`config.mk`:
```
export PLATFORM = sky130hd
export DESIGN_NAME = vmad_decode
export DESIGN_NICKNAME = d
export VERILOG_FILES = /design/src/rtl/vmad_pkg.sv /design/src/rtl/vmad_decode.sv
export VERILOG_INCLUDE_DIRS = /design/src /design/src/rtl
export SDC_FILE = /design/constraint.sdc
export NUM_CORES = 1
export LEC_CHECK = 0
export ABC_AREA = 1
export BUFFER_PORTS_ARGS = -buffer_cell sky130_fd_sc_hd__buf_2
export CAP_MARGIN = 10
export CORE_ASPECT_RATIO = 0.5
export CORE_MARGIN = 4
export CORE_UTILIZATION = 48
export DETAILED_ROUTE_END_ITERATION = 16
export GPL_ROUTABILITY_DRIVEN = 0
export PLACE_DENSITY_LB_ADDON = 0.2
export SLEW_MARGIN = 10
export SYNTH_ARGS = -nofsm -noshare
export SYNTH_HDL_FRONTEND = slang
export SYNTH_SLANG_ARGS = --single-unit
```
`constraint.sdc`:
```
create_clock -name ref_clk_i -period 1.5 [get_ports ref_clk_i]
set_input_delay 0.15 -clock ref_clk_i [delete_from_list [all_inputs] [get_ports ref_clk_i]]
set_output_delay 0.15 -clock ref_clk_i [all_outputs]
set_load 0.02 [all_outputs]
```
`src/rtl/vmad_params.svh`:
```
/*
 * constants for the video memory map and address decode block.
 * assumes a 20-bit cpu address and 16-bit i/o decode on the low bits.
 */
// Contract
// - mode chosen from nine control bits of four registers.
// - four-bit config places 128K or 256K video/system window.
// - ext clear, modes 00: one 16K segment, eight pages.
// - ext clear, mode 01: two 8K segments on row bit 0, eight pages.
// - ext clear, mode 10: two 16K segments on row bit 0, four pages.
// - ext clear, mode 11: four 8K segments on row bits 1:0, four pages.
// - ext set, mode 00: one 32K segment, four pages.
// - ext set, mode 01: two 32K segments on row bit 0, two pages.
// - page from bits 2:0, 2:1 or 2 by page count.
// - select code 111 idle; 110 irq, 101 timer, 100 parallel.
// - select 011 joystick, 010 sound, 001 floppy, 000 printer.
// - buffer enable active low, high unless a listed access.
// - buffer enable on memory access inside configured window.
// - buffer enable on memory access B8000-BFFFF.
// - buffer enable on memory access F0000-FFFFF.
// - buffer enable on i/o access 03D0-03DF.
// - buffer enable on seven listed peripheral i/o ranges.
// - page bits select 16K page; 32K modes ignore bit 0.
// - graphics bit forces the same addressing as low mode bit.
`ifndef VMAD_PARAMS_SVH
`define VMAD_PARAMS_SVH
`define VMAD_CFG_RST 4'h0
`define VMAD_CFG_WIDE_BIT 3
`define VMAD_SEL_NONE 3'h7
`define VMAD_SEL_IRQ 3'h6
`define VMAD_SEL_TMR 3'h5
`define VMAD_SEL_PIO 3'h4
`define VMAD_SEL_JOY 3'h3
`define VMAD_SEL_SND 3'h2
`define VMAD_SEL_FDC 3'h1
`define VMAD_SEL_PRN 3'h0
`define VMAD_IO_IRQ 13'h004
`define VMAD_IO_TMR 13'h008
`define VMAD_IO_PIO 13'h00C
`define VMAD_IO_NMI 13'h014
`define VMAD_IO_SND 13'h018
`define VMAD_IO_JOY 13'h040
`define VMAD_IO_PRN 13'h06F
`define VMAD_IO_FDC 13'h07E
`define VMAD_IO_VID 12'h03D
`define VMAD_MEM_VID 5'h17
`define VMAD_MEM_ROM 4'hF
`endif

```
`src/rtl/vmad_pkg.sv`:
```
/*
 * types for the video memory map and address decode block.
 * assumes the params header is included by users for the numbers.
 */
package vmad_pkg;
    typedef struct packed {
        logic [19:0] addr;
        logic mem_io_qualifier;
        logic mem_rd_n;
        logic mem_wr_n;
        logic io_rd_n;
        logic io_wr_n;
    } vmad_cpu_t;
    typedef struct packed {
        logic high_res_clock_sel;
        logic high_res_addr_sel;
        logic graphics_select;
        logic four_colour_hires_sel;
        logic sixteen_colour_sel;
        logic new_video_mode_sel;
        logic extended_video_addr;
        logic video_addr_mode_hi;
        logic video_addr_mode_lo;
    } vmad_mode_t;
    typedef enum logic [2:0] {
        VMAD_ORG_16K_8P,
        VMAD_ORG_2X8K_8P,
        VMAD_ORG_2X16K_4P,
        VMAD_ORG_4X8K_4P,
        VMAD_ORG_32K_4P,
        VMAD_ORG_2X32K_2P
    } vmad_org_t;
endpackage

```
`src/rtl/vmad_decode.sv`:
```
/*
 * video memory organisation, window placement and system address decode.
 * assumes cpu bus pins come from another domain and are synchronised here.
 */
`timescale 1ns/1ps
`include "vmad_params.svh"
module vmad_decode (
    input wire logic ref_clk_i,
    input wire logic rst_i,
    input vmad_pkg::vmad_cpu_t cpu_i,
    input vmad_pkg::vmad_mode_t mode_i,
    input wire logic [3:0] mem_cfg_i,
    input wire logic [2:0] display_page_sel_i,
    input wire logic [1:0] row_scan_addr_i,
    input wire logic [13:0] char_addr_i,
    output vmad_pkg::vmad_org_t org_o,
    output logic [17:0] video_addr_o,
    output logic [2:0] periph_sel_o,
    output logic board_buffer_enable_n_o
);
    import vmad_pkg::*;

    ////////////////////////////////////////////////////////////////
    // two-stage pin synchronisers; stage one feeds stage two only
    vmad_cpu_t cpu_s1_reg, cpu_s2_reg;
    always_ff @(posedge ref_clk_i) begin
        cpu_s1_reg <= cpu_i;
        cpu_s2_reg <= cpu_s1_reg;
    end

    ////////////////////////////////////////////////////////////////
    // mode organisation from ext bit and mode bits
    vmad_org_t org_next, org_reg;
    logic [17:0] vaddr_next, vaddr_reg;
    logic lo_eff;
    always_comb begin
        lo_eff = mode_i.video_addr_mode_lo | mode_i.graphics_select;
        case ({mode_i.extended_video_addr, mode_i.video_addr_mode_hi, lo_eff})
            3'h0: org_next = VMAD_ORG_16K_8P;
            3'h1: org_next = VMAD_ORG_2X8K_8P;
            3'h2: org_next = VMAD_ORG_2X16K_4P;
            3'h3: org_next = VMAD_ORG_4X8K_4P;
            3'h4: org_next = VMAD_ORG_32K_4P;
            3'h5: org_next = VMAD_ORG_2X32K_2P;
            default: org_next = VMAD_ORG_32K_4P; // undocumented combos: keep 32K view
        endcase
        // page bits on top, row bits pick segment, char address below
        case (org_next)
            VMAD_ORG_16K_8P: vaddr_next = {1'b0, display_page_sel_i, char_addr_i};
            VMAD_ORG_2X8K_8P: vaddr_next = {1'b0, display_page_sel_i,
                row_scan_addr_i[0], char_addr_i[12:0]};
            VMAD_ORG_2X16K_4P: vaddr_next = {display_page_sel_i[2:1],
                row_scan_addr_i[0], char_addr_i[13:0], 1'b0};
            VMAD_ORG_4X8K_4P: vaddr_next = {display_page_sel_i[2:1],
                row_scan_addr_i, char_addr_i[12:0], 1'b0};
            VMAD_ORG_32K_4P: vaddr_next = {1'b0, display_page_sel_i[2:1],
                char_addr_i, 1'b0};
            VMAD_ORG_2X32K_2P: vaddr_next = {display_page_sel_i[2],
                row_scan_addr_i[0], char_addr_i, 2'h0};
            default: vaddr_next = 18'h00000;
        endcase
    end

    ////////////////////////////////////////////////////////////////
    // window hit: function, used only for the buffer enable
    function automatic logic in_window(input logic [3:0] cfg, input logic [19:0] a);
        logic [2:0] code;
        logic [3:0] blk;
        code = cfg[2:0];
        blk = {1'b0, a[19:17]};
        in_window = 1'b0;
        if (!cfg[`VMAD_CFG_WIDE_BIT]) begin
            if (code <= 3'h4) in_window = (blk == {1'b0, code});
        end else if (code >= 3'h1 && code <= 3'h4) begin
            in_window = (blk == {1'b0, code} - 4'h1) || (blk == {1'b0, code});
        end
    endfunction

    ////////////////////////////////////////////////////////////////
    // peripheral select and buffer enable from synchronised bus
    logic [2:0] sel_next, sel_reg;
    logic buf_n_next, buf_n_reg;
    logic io_cyc, mem_cyc;
    logic [12:0] io8;
    always_comb begin
        io8 = cpu_s2_reg.addr[15:3];
        io_cyc = !cpu_s2_reg.mem_io_qualifier &&
            (!cpu_s2_reg.io_rd_n || !cpu_s2_reg.io_wr_n);
        mem_cyc = cpu_s2_reg.mem_io_qualifier &&
            (!cpu_s2_reg.mem_rd_n || !cpu_s2_reg.mem_wr_n);
        sel_next = `VMAD_SEL_NONE;
        if (io_cyc) begin
            case (io8)
                `VMAD_IO_IRQ: sel_next = `VMAD_SEL_IRQ;
                `VMAD_IO_TMR: sel_next = `VMAD_SEL_TMR;
                `VMAD_IO_PIO: sel_next = `VMAD_SEL_PIO;
                `VMAD_IO_JOY: sel_next = `VMAD_SEL_JOY;
                `VMAD_IO_SND: sel_next = `VMAD_SEL_SND;
                `VMAD_IO_FDC: sel_next = `VMAD_SEL_FDC;
                `VMAD_IO_PRN: sel_next = `VMAD_SEL_PRN;
                default: sel_next = `VMAD_SEL_NONE;
            endcase
        end
        buf_n_next = 1'b1;
        if (mem_cyc && in_window(mem_cfg_i, cpu_s2_reg.addr)) buf_n_next = 1'b0;
        if (mem_cyc && cpu_s2_reg.addr[19:15] == `VMAD_MEM_VID) buf_n_next = 1'b0;
        if (mem_cyc && cpu_s2_reg.addr[19:16] == `VMAD_MEM_ROM) buf_n_next = 1'b0;
        if (io_cyc && cpu_s2_reg.addr[15:4] == `VMAD_IO_VID) buf_n_next = 1'b0;
        if (io_cyc && (io8 == `VMAD_IO_TMR || io8 == `VMAD_IO_PIO ||
            io8 == `VMAD_IO_NMI || io8 == `VMAD_IO_SND || io8 == `VMAD_IO_JOY ||
            io8 == `VMAD_IO_PRN || io8 == `VMAD_IO_FDC)) buf_n_next = 1'b0;
    end

    // output registers; reset leaves everything idle
    always_ff @(posedge ref_clk_i) begin
        if (rst_i) begin
            sel_reg <= `VMAD_SEL_NONE;
            buf_n_reg <= 1'b1;
            org_reg <= VMAD_ORG_16K_8P;
            vaddr_reg <= 18'h00000;
        end else begin
            sel_reg <= sel_next;
            buf_n_reg <= buf_n_next;
            org_reg <= org_next;
            vaddr_reg <= vaddr_next;
        end
    end

    assign periph_sel_o = sel_reg;
    assign board_buffer_enable_n_o = buf_n_reg;
    assign org_o = org_reg;
    assign video_addr_o = vaddr_reg;

    ////////////////////////////////////////////////////////////////
    // select checks; outputs lag the synchronised bus by one edge
    idle_sel_a: assert property (@(posedge ref_clk_i) disable iff (rst_i)
        !$past(io_cyc)
        |-> periph_sel_o == `VMAD_SEL_NONE)
        else $error("select active without i/o cycle");

    irq_sel_a: assert property (@(posedge ref_clk_i) disable iff (rst_i)
        $past(io_cyc) && $past(io8) == 13'h004
        |-> periph_sel_o == 3'h6)
        else $error("irq select code wrong");

    tmr_sel_a: assert property (@(posedge ref_clk_i) disable iff (rst_i)
        $past(io_cyc) && $past(io8) == 13'h008
        |-> periph_sel_o == 3'h5)
        else $error("timer select code wrong");

    pio_sel_a: assert property (@(posedge ref_clk_i) disable iff (rst_i)
        $past(io_cyc) && $past(io8) == 13'h00C
        |-> periph_sel_o == 3'h4)
        else $error("parallel select code wrong");

    joy_sel_a: assert property (@(posedge ref_clk_i) disable iff (rst_i)
        $past(io_cyc) && $past(io8) == 13'h040
        |-> periph_sel_o == 3'h3)
        else $error("joystick select code wrong");

    snd_sel_a: assert property (@(posedge ref_clk_i) disable iff (rst_i)
        $past(io_cyc) && $past(io8) == 13'h018
        |-> periph_sel_o == 3'h2)
        else $error("sound select code wrong");

    fdc_sel_a: assert property (@(posedge ref_clk_i) disable iff (rst_i)
        $past(io_cyc) && $past(io8) == 13'h07E
        |-> periph_sel_o == 3'h1)
        else $error("floppy select code wrong");

    prn_sel_a: assert property (@(posedge ref_clk_i) disable iff (rst_i)
        $past(io_cyc) && $past(io8) == 13'h06F
        |-> periph_sel_o == 3'h0)
        else $error("printer select code wrong");

    ////////////////////////////////////////////////////////////////
    // buffer enable checks; memory and i/o decodes kept apart
    rom_buf_a: assert property (@(posedge ref_clk_i) disable iff (rst_i)
        $past(mem_cyc) && $past(cpu_s2_reg.addr[19:16]) == 4'hF
        |-> !board_buffer_enable_n_o)
        else $error("rom access missed buffer");

    aperture_buf_a: assert property (@(posedge ref_clk_i) disable iff (rst_i)
        $past(mem_cyc) && $past(cpu_s2_reg.addr[19:15]) == 5'h17
        |-> !board_buffer_enable_n_o)
        else $error("video aperture missed buffer");

    vid_buf_a: assert property (@(posedge ref_clk_i) disable iff (rst_i)
        $past(io_cyc) && $past(cpu_s2_reg.addr[15:4]) == 12'h03D
        |-> !board_buffer_enable_n_o)
        else $error("video port missed buffer");

    idle_buf_a: assert property (@(posedge ref_clk_i) disable iff (rst_i)
        !$past(io_cyc) && !$past(mem_cyc)
        |-> board_buffer_enable_n_o)
        else $error("buffer enabled without access");

    nmi_buf_a: assert property (@(posedge ref_clk_i) disable iff (rst_i)
        $past(io_cyc) && $past(io8) == 13'h014
        |-> !board_buffer_enable_n_o)
        else $error("mask port missed buffer");

    tmr_buf_a: assert property (@(posedge ref_clk_i) disable iff (rst_i)
        $past(io_cyc) && $past(io8) == 13'h008
        |-> !board_buffer_enable_n_o)
        else $error("timer port missed buffer");

    pio_buf_a: assert property (@(posedge ref_clk_i) disable iff (rst_i)
        $past(io_cyc) && $past(io8) == 13'h00C
        |-> !board_buffer_enable_n_o)
        else $error("parallel port missed buffer");

    joy_buf_a: assert property (@(posedge ref_clk_i) disable iff (rst_i)
        $past(io_cyc) && $past(io8) == 13'h040
        |-> !board_buffer_enable_n_o)
        else $error("joystick port missed buffer");

    snd_buf_a: assert property (@(posedge ref_clk_i) disable iff (rst_i)
        $past(io_cyc) && $past(io8) == 13'h018
        |-> !board_buffer_enable_n_o)
        else $error("sound port missed buffer");

    prn_buf_a: assert property (@(posedge ref_clk_i) disable iff (rst_i)
        $past(io_cyc) && $past(io8) == 13'h06F
        |-> !board_buffer_enable_n_o)
        else $error("printer port missed buffer");

    fdc_buf_a: assert property (@(posedge ref_clk_i) disable iff (rst_i)
        $past(io_cyc) && $past(io8) == 13'h07E
        |-> !board_buffer_enable_n_o)
        else $error("floppy port missed buffer");

    ////////////////////////////////////////////////////////////////
    // window and reset checks; windows only in low blocks, clear of aperture and rom
    win_buf_a: assert property (@(posedge ref_clk_i) disable iff (rst_i)
        $past(mem_cyc) && $past(mem_cfg_i) == 4'h0 && $past(cpu_s2_reg.addr[19:17]) == 3'h0
        |-> !board_buffer_enable_n_o)
        else $error("window access missed buffer");

    wide_win_a: assert property (@(posedge ref_clk_i) disable iff (rst_i)
        $past(mem_cyc) && $past(mem_cfg_i) == 4'h9 && $past(cpu_s2_reg.addr[19:18]) == 2'h0
        |-> !board_buffer_enable_n_o)
        else $error("wide window access missed buffer");

    no_win_a: assert property (@(posedge ref_clk_i) disable iff (rst_i)
        $past(mem_cyc) && $past(mem_cfg_i) == 4'h8 && $past(cpu_s2_reg.addr[19:17]) == 3'h0
        |-> board_buffer_enable_n_o)
        else $error("unlisted config opened a window");

    reset_idle_a: assert property (@(posedge ref_clk_i) disable iff (rst_i)
        $past(rst_i)
        |-> periph_sel_o == 3'h7 && board_buffer_enable_n_o)
        else $error("outputs not idle after reset");

    ////////////////////////////////////////////////////////////////
    // organisation checks; mode inputs land one edge later
    graph_mode_a: assert property (@(posedge ref_clk_i) disable iff (rst_i)
        !$past(mode_i.extended_video_addr) && !$past(mode_i.video_addr_mode_hi)
        && $past(mode_i.graphics_select) |-> org_o == VMAD_ORG_2X8K_8P)
        else $error("graphics bit did not force mode");

    base_mode_a: assert property (@(posedge ref_clk_i) disable iff (rst_i)
        $past({mode_i.extended_video_addr, mode_i.video_addr_mode_hi,
        mode_i.video_addr_mode_lo, mode_i.graphics_select}) == 4'h0
        |-> org_o == VMAD_ORG_16K_8P)
        else $error("base mode wrong");

    ext_mode_a: assert property (@(posedge ref_clk_i) disable iff (rst_i)
        $past({mode_i.extended_video_addr, mode_i.video_addr_mode_hi,
        mode_i.video_addr_mode_lo, mode_i.graphics_select}) == 4'h8
        |-> org_o == VMAD_ORG_32K_4P)
        else $error("extended mode wrong");

    ext_two_a: assert property (@(posedge ref_clk_i) disable iff (rst_i)
        $past({mode_i.extended_video_addr, mode_i.video_addr_mode_hi,
        mode_i.video_addr_mode_lo}) == 3'h5
        |-> org_o == VMAD_ORG_2X32K_2P)
        else $error("extended two-segment mode wrong");

    quad_mode_a: assert property (@(posedge ref_clk_i) disable iff (rst_i)
        $past({mode_i.extended_video_addr, mode_i.video_addr_mode_hi,
        mode_i.video_addr_mode_lo}) == 3'h3
        |-> org_o == VMAD_ORG_4X8K_4P)
        else $error("four-segment mode wrong");

    ////////////////////////////////////////////////////////////////
    // address packing checks; page and row fields per organisation
    page_eight_a: assert property (@(posedge ref_clk_i) disable iff (rst_i)
        org_o == VMAD_ORG_16K_8P
        |-> video_addr_o[16:14] == $past(display_page_sel_i))
        else $error("eight-page field wrong");

    char_low_a: assert property (@(posedge ref_clk_i) disable iff (rst_i)
        org_o == VMAD_ORG_16K_8P
        |-> video_addr_o[13:0] == $past(char_addr_i))
        else $error("character address field wrong");

    seg_row_a: assert property (@(posedge ref_clk_i) disable iff (rst_i)
        org_o == VMAD_ORG_2X8K_8P
        |-> video_addr_o[13] == $past(row_scan_addr_i[0]))
        else $error("row segment bit wrong");

    wide_page_a: assert property (@(posedge ref_clk_i) disable iff (rst_i)
        org_o == VMAD_ORG_32K_4P
        |-> video_addr_o[16:15] == $past(display_page_sel_i[2:1]))
        else $error("wide page field wrong");

    page_top_a: assert property (@(posedge ref_clk_i) disable iff (rst_i)
        org_o == VMAD_ORG_2X32K_2P
        |-> video_addr_o[17] == $past(display_page_sel_i[2]))
        else $error("two-page field wrong");
endmodule

```
### After elaboration in Yosys (flattened, before gate mapping)

Cells that the tools add are included.

* register bits after elaboration: 75
* output and inout port bits: 25

* add/sub/neg operators: 1
* $lt $le $gt $ge: 2
* equal/unequal tests: 22
* multiplexer cells: 11
* bitwise gates (word level): 2
* reductions and logical operators: 25

Operator list (number)
* case mux 18 bit (6 select lines): 1
* == test 13 x 7 -> 1 bit (second input constant): 3
* == test 13 x 4 -> 1 bit (second input constant): 2
* == test 13 x 5 -> 1 bit (second input constant): 2
* case mux 3 bit (7 select lines): 1
* case mux 3 bit (5 select lines): 1
* == test 13 x 3 -> 1 bit (second input constant): 1
* == test 12 x 6 -> 1 bit (second input constant): 1
* == test 3 x 2 -> 1 bit (second input constant): 4
* == test 3 bit (second input constant): 3
* logical OR 1 bit: 9
* logical AND 1 bit: 8
* 2-to-1 mux 1 bit: 8
* == test 3 x 1 -> 1 bit (second input constant): 2
* zero test 3 bit: 2
* == test 5 bit (second input constant): 1
* zero test 1 bit: 5
* == test 3 x 4 -> 1 bit: 1
* == test 4 bit (second input constant): 1
* subtractor 3 x 1 -> 4 bit (second input constant): 1
* == test 3 bit: 1
* >= comparator 3 x 1 -> 1 bit (second input constant): 1
* <= comparator 3 bit (second input constant): 1
* OR reduction 2 bit: 1
* 2 further kinds: 2

### Logic depth before layout (Yosys ltp)

Gate-level depths: netlist of run 1.

* word-level depth: 11
* depth in mapped cells: 11
* depth with buffers taken out: 11

### Least setup slack after synthesis of run 1

No wires, ideal clock.

* kind: input to register
* from: input mem_cfg_i[1]
* to: register buf_n_reg, in the netlist board_buffer_enable_n_o
* setup time: 0.115 ns
* arrival: 1.194 ns
* required time: 1.385 ns
* setup slack: 0.192 ns
* stages: 11
* cells stage by stage: inv_1 -> ha_1 -> ha_1 -> nand2_1 -> inv_1 -> nor2_1 -> nand2_1 -> o21bai_1 -> nand2_1 -> a21oi_1 -> nor2_1

* cells in the longest elaborated chain, start to end: 11
* elaborated cells between the ends (all ways): 16
* those cells by class: add/sub: 1; order compare: 2; eq/ne: 2; mux: 8; reduce/logical: 3

Ends and longest elaborated chain
* from (decl): RTL line vmad_decode.sv:12 `input wire logic [3:0] mem_cfg_i,`
* subtractor 3 x 1 -> 4 bit: RTL line vmad_decode.sv:75 `in_window = (blk == {1'b0, code} - 4'h1) || (blk == {1'b0, code});`
* == test 3 x 4 -> 1 bit: RTL line vmad_decode.sv:75
* logical OR 1 bit: RTL line vmad_decode.sv:75
* 2-to-1 mux 1 bit: RTL line vmad_decode.sv:74 `end else if (code >= 3'h1 && code <= 3'h4) begin`
* 2-to-1 mux 1 bit (*): RTL line vmad_decode.sv:72 `` if (!cfg[`VMAD_CFG_WIDE_BIT]) begin ``
* logical AND 1 bit (*): RTL line vmad_decode.sv:105 `if (mem_cyc && in_window(mem_cfg_i, cpu_s2_reg.addr)) buf_n_next = 1'b0;`
* 2-to-1 mux 1 bit (*): RTL line vmad_decode.sv:105
* 2-to-1 mux 1 bit (*): RTL line vmad_decode.sv:106 `` if (mem_cyc && cpu_s2_reg.addr[19:15] == `VMAD_MEM_VID) buf_n_next = 1'b0; ``
* 2-to-1 mux 1 bit (*): RTL line vmad_decode.sv:107 `` if (mem_cyc && cpu_s2_reg.addr[19:16] == `VMAD_MEM_ROM) buf_n_next = 1'b0; ``
* 2-to-1 mux 1 bit (*): RTL line vmad_decode.sv:108 `` if (io_cyc && cpu_s2_reg.addr[15:4] == `VMAD_IO_VID) buf_n_next = 1'b0; ``
* 2-to-1 mux 1 bit (*): RTL line vmad_decode.sv:109 `` if (io_cyc && (io8 == `VMAD_IO_TMR || io8 == `VMAD_IO_PIO || ``
* to (signal assigned): RTL line vmad_decode.sv:123 `buf_n_reg <= buf_n_next;`
* to (decl): RTL line vmad_decode.sv:82 `logic buf_n_next, buf_n_reg;`

Every way passes the cells marked *; elsewhere a longest branch is shown, timed or not.
A chain may end at the register's enable or synchronous reset.

### Final worst setup path of run 1

* from: register cpu_s2_reg[12] (netlist bit)
* to: register buf_n_reg, in the netlist board_buffer_enable_n_o

* cells in the longest elaborated chain, start to end: 9
* elaborated cells between the ends (all ways): 18
* those cells by class: eq/ne: 8; mux: 2; reduce/logical: 8

Ends and longest elaborated chain
* from (decl): RTL line vmad_decode.sv:25 `vmad_cpu_t cpu_s1_reg, cpu_s2_reg;`
* from (signal assigned): RTL line vmad_decode.sv:28 `cpu_s2_reg <= cpu_s1_reg;`
* == test 13 x 4 -> 1 bit
* logical OR 1 bit (no line) (6 in a row)
* logical AND 1 bit: RTL line vmad_decode.sv:109
* 2-to-1 mux 1 bit (*): RTL line vmad_decode.sv:109

Marked as above.

==> summary.md, run 1 <==
| Metric | Value |
|---|---|
| Run status | finished, final reports clean |
| Starting density of the core | 0.5191 |
| Avg WL per Cell | 10.86 µm |
| Max clock buf depth | 2 |
| Internal power | 2893 µW |
| Clock Skew | 0.004055 ns |
| Starting DRT DRC Count | 66 |
| Sw Ratio | 0.2472 |
| Combinational Power Share | 0.111 |
| Worst R2R Start | cpu_s2_reg[12] |
| Worst EP arrival | 1.43 ns |
| Sequential power share | 0.512 |
| Largest net degree at the start of global routing | 17 |
| Clk sink count | 69 |
| Final Max Tran Viols | 0 |
| Setup WS post-layout | 0.2917 ns |
| Leading area contributor after synthesis | dfxtp_1 |
| Leak | 0.001704 µW |
| Fraction of layout cells with a size suffix above 1 | 0.2697 |
| DR vias/cell | 4.510 |
| Ant diodes | 0 |
| FP Rows | 17 |
| Number of global-route vias before repair | 2011 |
| Resize count post-CTS | 0 |
| Min-Delay Endpoint | video_addr_o[17] |
| Yosys warns | 0 |
| Startpoint class of the critical path | flop |
| Htree depth | 3 |
| R2R depth | 9 |
| Setup slack, reg-to-reg | 0.29 ns |
| Slew headroom | 0.8104 |
| Final worst path period need | 1.208 ns |
| Pre-antenna DRT Iters | 4 |
| Overflow after GRT | 0 |
| Async SR Flop Fraction | 0 |
| Syn nets | 344 |
| Clock network latency to the later pin of the worst-skew pair | 0.33 ns |
| Setup slack at placement | -0.008192 ns |
| Type of the tightest min-delay check | input port to flop |
| Synthesis-to-layout area growth | 36.62% |
| Highest net fanout along the worst path | 6 |
| Setup Buffers After CTS | 0 |
| Netlist Area Pre-Place | 2385 µm² |
| Hold path depth | 3 |
| # hold bufs at CTS | 22 |
| Clock transition at path regs | 0.07 ns |
| Filler Cell Count | 384 |
| Sw Pwr | 950.1 µW |
| CTS tree | done |
| GR Util All Layers | 0.1757 |
| Final-report setup violation count | 0 |
| I/O pins | 84 |
| RSZ-0062 raised after global routing | no |
| Final net count | 451 |
| Critical path endpoint category | flop |
| Sum Neg Setup Slack | 0 ns |
| PD cells | 1179 nW/µm² |
| Seq/Total Area, Yosys | 0.5792 |
| Worst Hold Launch | display_page_sel_i[2] |
| Max Cap Viol | 0 |
| Post-synthesis register bit count | 69 |
| Via count | 2070 |
| Required time of the critical path | 1.73 ns |
| Max Fclk | 827.6 MHz |
| Die area | 6228 µm² |
| Mean Syn Cell Area | 8.487 µm² |
| IO Port Bufs | 75 |
| Final ANT Viol Nets | 0 |
| Post-synth EDFFs | 0 |
| Maximum vdd drop | 0.6139 mV |
| Gate count after technology mapping | 281 |
| Die Y | 57.84 µm |
| Initial antenna violation count | 0 |
| Tcrit/Tclk final | 0.8055 |
| Worst setup path class | flop to flop |
| Top_reg_cell synth | dfxtp_1 |
| Reg2reg end | board_buffer_enable_n_o |
| Core area | 4594 µm² |
| Hpwl dp | 3.621 mm |
| DRC | 0 |
| CTS buffer count | 9 |
| Clock power share | 0.377 |
| Die X-Extent | 107.7 µm |
| Post-synth top area share | 0.5792 |
| Final hold viol count | 0 |
| Worst-margin pin slew | 0.2822 ns |
| Root buf cell | clkbuf_8 |
| First-pass GRT wire length | 8.493 mm |
| DRT Wirelength | 4.984 mm |
| Synth area leaders | dfxtp_1 (58%), inv_1 (8.0%), nand2_1 (7.4%) |
| Count of different cell masters after synthesis | 28 |
==> per-layer routing <==
layer  vias up  share of wire  GRT usage
met3         2          0.050    0.07341
met5         -              0          0
li1       1096              -          -
met4         0         0.0052    0.05935
met1       923           0.43     0.1898
met2        49           0.51     0.3154
==> final cells by class <==
cell class / instances / area, µm² / share of cell area
Clock inverter: 7 / 76.32 / 0.02343
Multi-Input combinational cell: 154 / 769.5 / 0.2362
Timing Repair Buffer: 101 / 625.6 / 0.1920
Sequential cell: 69 / 1381 / 0.4240
Inverter: 53 / 198.9 / 0.06106
Tap cell: 66 / 82.58 / 0.02535
Clock buffer: 9 / 123.9 / 0.03802
==> how the worst max path moves through the flow <==
stage                              end            from
2_1_floorplan  board_buffer_enable_n_o    mem_cfg_i[1]
3_3_place_gp   board_buffer_enable_n_o    mem_cfg_i[0]
3_5_place_dp   board_buffer_enable_n_o    mem_cfg_i[0]
4_1_cts        board_buffer_enable_n_o  cpu_s2_reg[12]
5_1_grt        board_buffer_enable_n_o  cpu_s2_reg[12]
6_report       board_buffer_enable_n_o  cpu_s2_reg[12]
==> placed cells by master (no fill, tap or decap), drive strengths merged <==
| master | netlist | layout |
|---|---|---|
| dfxtp | 69 | 69 |
| buf | 4 | 79 |
| o2111ai | 1 | 1 |
| nor2 | 40 | 40 |
| o21bai | 1 | 1 |
| clkbuf | 1 | 9 |
| a31oi | 2 | 2 |
| nand2 | 50 | 50 |
| dlygate4sd3 | 0 | 22 |
| nand3 | 16 | 16 |
| inv | 53 | 53 |
| a41oi | 1 | 1 |
| bufinv | 0 | 1 |
| nor3 | 2 | 2 |
| ha | 4 | 4 |
| nand4 | 2 | 2 |
| a21oi | 7 | 7 |
| clkinvlp | 0 | 5 |
| o32ai | 1 | 1 |
| o21ai | 14 | 14 |
| o22ai | 12 | 12 |
| xnor2 | 1 | 1 |
| clkinv | 0 | 1 |
==> worst max-delay path, cell delays in order (launching register included) <==
cell,delay (ns)
dfxtp_1,0.42
nand2_1,0.07
nor2_1,0.14
nand2_1,0.06
nand2_1,0.08
nand2_2,0.07
nand2_1,0.09
nor2_1,0.05
nor2_1,0.07
nor2_1,0.05
==> synthesized netlist by cell type (all sizes together), types with 2 or more instances <==
cell type  count
ha             4
nand4          2
dfxtp         69
o21ai         14
inv           53
o22ai         12
a31oi          2
nand3         16
a21oi          7
nor3           2
nand2         50
buf            4
nor2          40
==> kinds of logic after synthesis <==
| group | Yosys count | synth area share |
|---|---|---|
| and+or+nand+nor | 110 | 0.1983 |
| DFF | 69 | 0.5792 |
| buffers and inverters | 58 | 0.09811 |
| AOI/OAI and AO/OA | 39 | 0.09969 |
| adders and majority gates | 4 | 0.02099 |
| xor gates and xnor gates | 1 | 0.003673 |
==> power by group through the flow <==
stage	clock network [µW]	registers, µW	logic, µW
2_1_floorplan	0	2060	186
3_3_place_gp	0	2010	372
3_5_place_dp	0	2010	380
4_1_cts	1510	1970	426
5_1_grt	1590	1980	477
6_report	1450	1970	426
==> metrics by stage <==
stage | cells | utilization | hold WS (ns) | instance area [µm²] | power (µW)
floorplan | 281 | - | 0.1777 | 2385 | 2241
global placement | 421 | 0.6176 | 0.2524 | 2838 | 2379
detailed placement | 421 | 0.6176 | 0.2536 | 2838 | 2392
CTS | 459 | 0.7092 | 0.02925 | 3258 | 3902
global route | 459 | 0.7092 | 0.04833 | 3258 | 4047
finish | 459 | 0.7092 | 0.05624 | 3258 | 3843
(Power assumes the default switching activity.)
==> run 2: changes to the inputs <==
--- a/config.mk
+++ b/config.mk
@@ -11,7 +11,7 @@
 export CAP_MARGIN = 10
 export CORE_ASPECT_RATIO = 0.5
 export CORE_MARGIN = 4
-export CORE_UTILIZATION = 48
+export CORE_UTILIZATION = 44
 export DETAILED_ROUTE_END_ITERATION = 16
 export GPL_ROUTABILITY_DRIVEN = 0
 export PLACE_DENSITY_LB_ADDON = 0.2
==> constraint.sdc (replaced) <==
create_clock -name ref_clk_i -period 1.1 [get_ports ref_clk_i]
set_input_delay 0.11 -clock ref_clk_i [delete_from_list [all_inputs] [get_ports ref_clk_i]]
set_output_delay 0.11 -clock ref_clk_i [all_outputs]
set_load 0.02 [all_outputs]
==> summary.md, run 2 (synthesized netlist as in run 1, its figures left out) <==
| Metric | Value |
|---|---|
| Area of the multi-input gates | 939.7 µm² (+22%) |
| R2R depth | 9 (unchanged) |
| Via count | 2125 (+2.7%) |
| Max clock buf depth | 2 (unchanged) |
| Pre-antenna DRT Iters | 4 (unchanged) |
| Worst setup path class | flop to flop |
| Root buf cell | clkbuf_8 |
| Crit path cell chain | inv_4 -> nor2_4 -> nand2_2 -> nor2_4 -> o21ai_4 -> nand2_2 -> nor2_1 -> nor2_1 -> nor2_1 |
| Tcrit/Tclk final | 1.083 (+0.2770) |
| Max Cap Viol | 0 (unchanged) |
| Worst-margin pin slew | 0.2334 ns (-0.04876 ns) |
| FF/Latch Area | 1400 µm² (+1.4%) |
| Core area | 5090 µm² (+11%) |
| Starting density of the core | 0.4685 (-0.05053) |
| Clock transition at path regs | 0.07 ns (about the same) |
| Clock Skew | 0.01086 ns (+0.006805 ns) |
| IO Port Bufs | 75 (unchanged) |
| Slew headroom | 0.8439 (+0.03347) |
| Critical path endpoint category | flop |
| Maximum vdd drop | 0.8818 mV (+44%) |
| Commonest non-fill, non-tap cell in the layout | buf_2 |
| DRT Wirelength | 5.329 mm (+6.9%) |
| Htree depth | 3 (unchanged) |
| Number of global-route vias before repair | 2019 (+0.40%) |
| Final net count | 465 (+3.1%) |
| Worst R2R Start | cpu_s2_reg[14] |
| Violated checks | negative setup slack |
| DR vias/cell | 4.464 (-1.0%) |
| Worst Hold Margin | 0.03313 ns (-0.02311 ns) |
| Synthesis-to-layout area growth | 47.95% |
| Design area | 3528 µm² (+8.3%) |
| Die Y | 60.06 µm (+3.8%) |
| Worst EP arrival | 1.40 ns (-0.03 ns) |
| Family with the most delay on the worst path | simple AND/OR/NAND/NOR gates |
| Type of the tightest min-delay check | input port to flop |
| Highest net fanout along the worst path | 3 (-3) |
| Placed cell area | 2953 µm² (+4.1%) |
| CTS tree | done |
| Final Max Tran Viols | 0 (unchanged) |
| Largest net degree at the start of global routing | 14 (-3) |
| FP Rows | 18 (+1) |
| Leak | 0.001791 µW (+5.1%) |
| Run status | finished, violations left |
| Initial antenna violation count | 0 (unchanged) |
| Ant diodes | 0 (unchanged) |
| Max stage delay on crit path | 0.34 ns (-0.08 ns) |
| Final worst path period need | 1.191 ns (-0.01749 ns) |
| DRC | 0 (unchanged) |
| Hold path depth | 3 (unchanged) |
| Final-report setup violation count | 4 (+4) |
| Setup WS post-layout | -0.09081 ns (-0.3825 ns) |
| Clk sink count | 69 (unchanged) |
| Commonest non-fill, non-tap cells in the layout | buf_2 (75), dfxtp_1 (58), inv_1 (44), nand2_1 (38), nor2_1 (26) |
| CP dominant cell by count | nor2_1 |
| Die area | 6734 µm² (+8.1%) |
| Overflow after GRT | 0 (unchanged) |
| Slowest CP cell | dfxtp_2 |
| Final ANT Viol Nets | 0 (unchanged) |
| Clock network latency to the later pin of the worst-skew pair | 0.32 ns (about the same) |
| Min-Delay Endpoint | video_addr_o[17] |
| Hpwl dp | 3.742 mm (+3.3%) |
| Final hold viol count | 0 (unchanged) |
| RSZ-0062 raised after global routing | yes |
| Fraction of layout cells with a size suffix above 1 | 0.4015 (+0.1318) |
| GR Util All Layers | 0.1570 (-0.01871) |
| PD cells | 1420 nW/µm² (+20%) |
| Worst Hold Launch | display_page_sel_i[2] |
| CTS buffer count | 9 (unchanged) |
| Required time of the critical path | 1.31 ns (-0.42 ns) |
| Reg2reg end | board_buffer_enable_n_o |
| Setup slack, reg-to-reg | -0.09 ns (-0.38 ns) |
| Filler Cell Count | 405 (+5.5%) |
| I/O pins | 84 (unchanged) |
| Max Fclk | 839.8 MHz (+1.5%) |
| Startpoint class of the critical path | flop |
| Avg WL per Cell | 11.20 µm (+3.1%) |
| First-pass GRT wire length | 8.342 mm (-1.8%) |
| Buf/Inv on CP | 1 (+1) |
| Starting DRT DRC Count | 92 (+39%) |
| Die X-Extent | 112.1 µm (+4.1%) |
==> run 2: cell count changes in the layout (fill, tap and decap cells not counted), sizes merged <==
cell / change
clkinv: +1
bufinv: -1
clkinvlp: -5
clkbuf: +4
buf: +14
==> run 2: area by class of cell <==
cell class,count,share of cell area
Timing Repair Buffer,115,0.2092
Clock inverter,2,0.002837
Sequential cell,69,0.3968
Inverter,53,0.05780
Clock buffer,13,0.04220
Multi-Input combinational cell,154,0.2663
Tap cell,70,0.02482
==> run 2: layer usage <==
metal,track usage,up-vias,wire [µm]
met2,0.2845,48,2749
met1,0.1759,956,2311
met5,0,-,0
met3,0.05157,2,241
met4,0.06164,0,27
li1,-,1119,-
==> run 2: power by group <==
group	total, µW	switching, µW	internal, µW
clock	1660	796	862
combinational	651	355	296
sequential	2700	58.7	2640
total	5010	1210	3800
==> run 2: stage by stage <==
| stage | setup slack (ns) | std cells | TNS [ns] | total power [µW] | utilization |
|---|---|---|---|---|---|
| CTS | -0.06162 | 473 | -0.1980 | 5059 | 0.6630 |
| floorplan | -0.06027 | 281 | -0.06027 | 3066 | - |
| global route | -0.1571 | 476 | -0.5255 | 5262 | 0.6932 |
| global placement | -0.2102 | 436 | -0.3764 | 3279 | 0.5801 |
| finish | -0.09081 | 476 | -0.2484 | 5010 | 0.6932 |
| detailed placement | -0.2733 | 436 | -0.5593 | 3294 | 0.5801 |
==> run 2: worst min-delay path: cells and delay by family <==
kind                   cells  cell delay [ns]
and+or+nand+nor            2             0.09
buffers and inverters      1             0.10
==> run 2: repair_timing <==
| item | 4_1_cts | 5_1_grt |
|---|---|---|
| endpoints found under the setup margin | 4 | 4 |
| hold buffers | 22 | 0 |
| pin swaps | 7 | 18 |
| resized for setup | 18 | 41 |
| setup buffers | 0 | 3 |
| endpoints found under the hold margin | 22 | 0 |
| gates cloned | 0 | 0 |
==> run 2: how the worst max path moves through the flow <==
stage                        start                       to  depth (start not counted)
floorplan             mem_cfg_i[0]  board_buffer_enable_n_o                         11
global placement      mem_cfg_i[1]  board_buffer_enable_n_o                         12
detailed placement    mem_cfg_i[1]  board_buffer_enable_n_o                         12
CTS                 cpu_s2_reg[18]  board_buffer_enable_n_o                          8
global route        cpu_s2_reg[14]  board_buffer_enable_n_o                          9
finish              cpu_s2_reg[14]  board_buffer_enable_n_o                          9
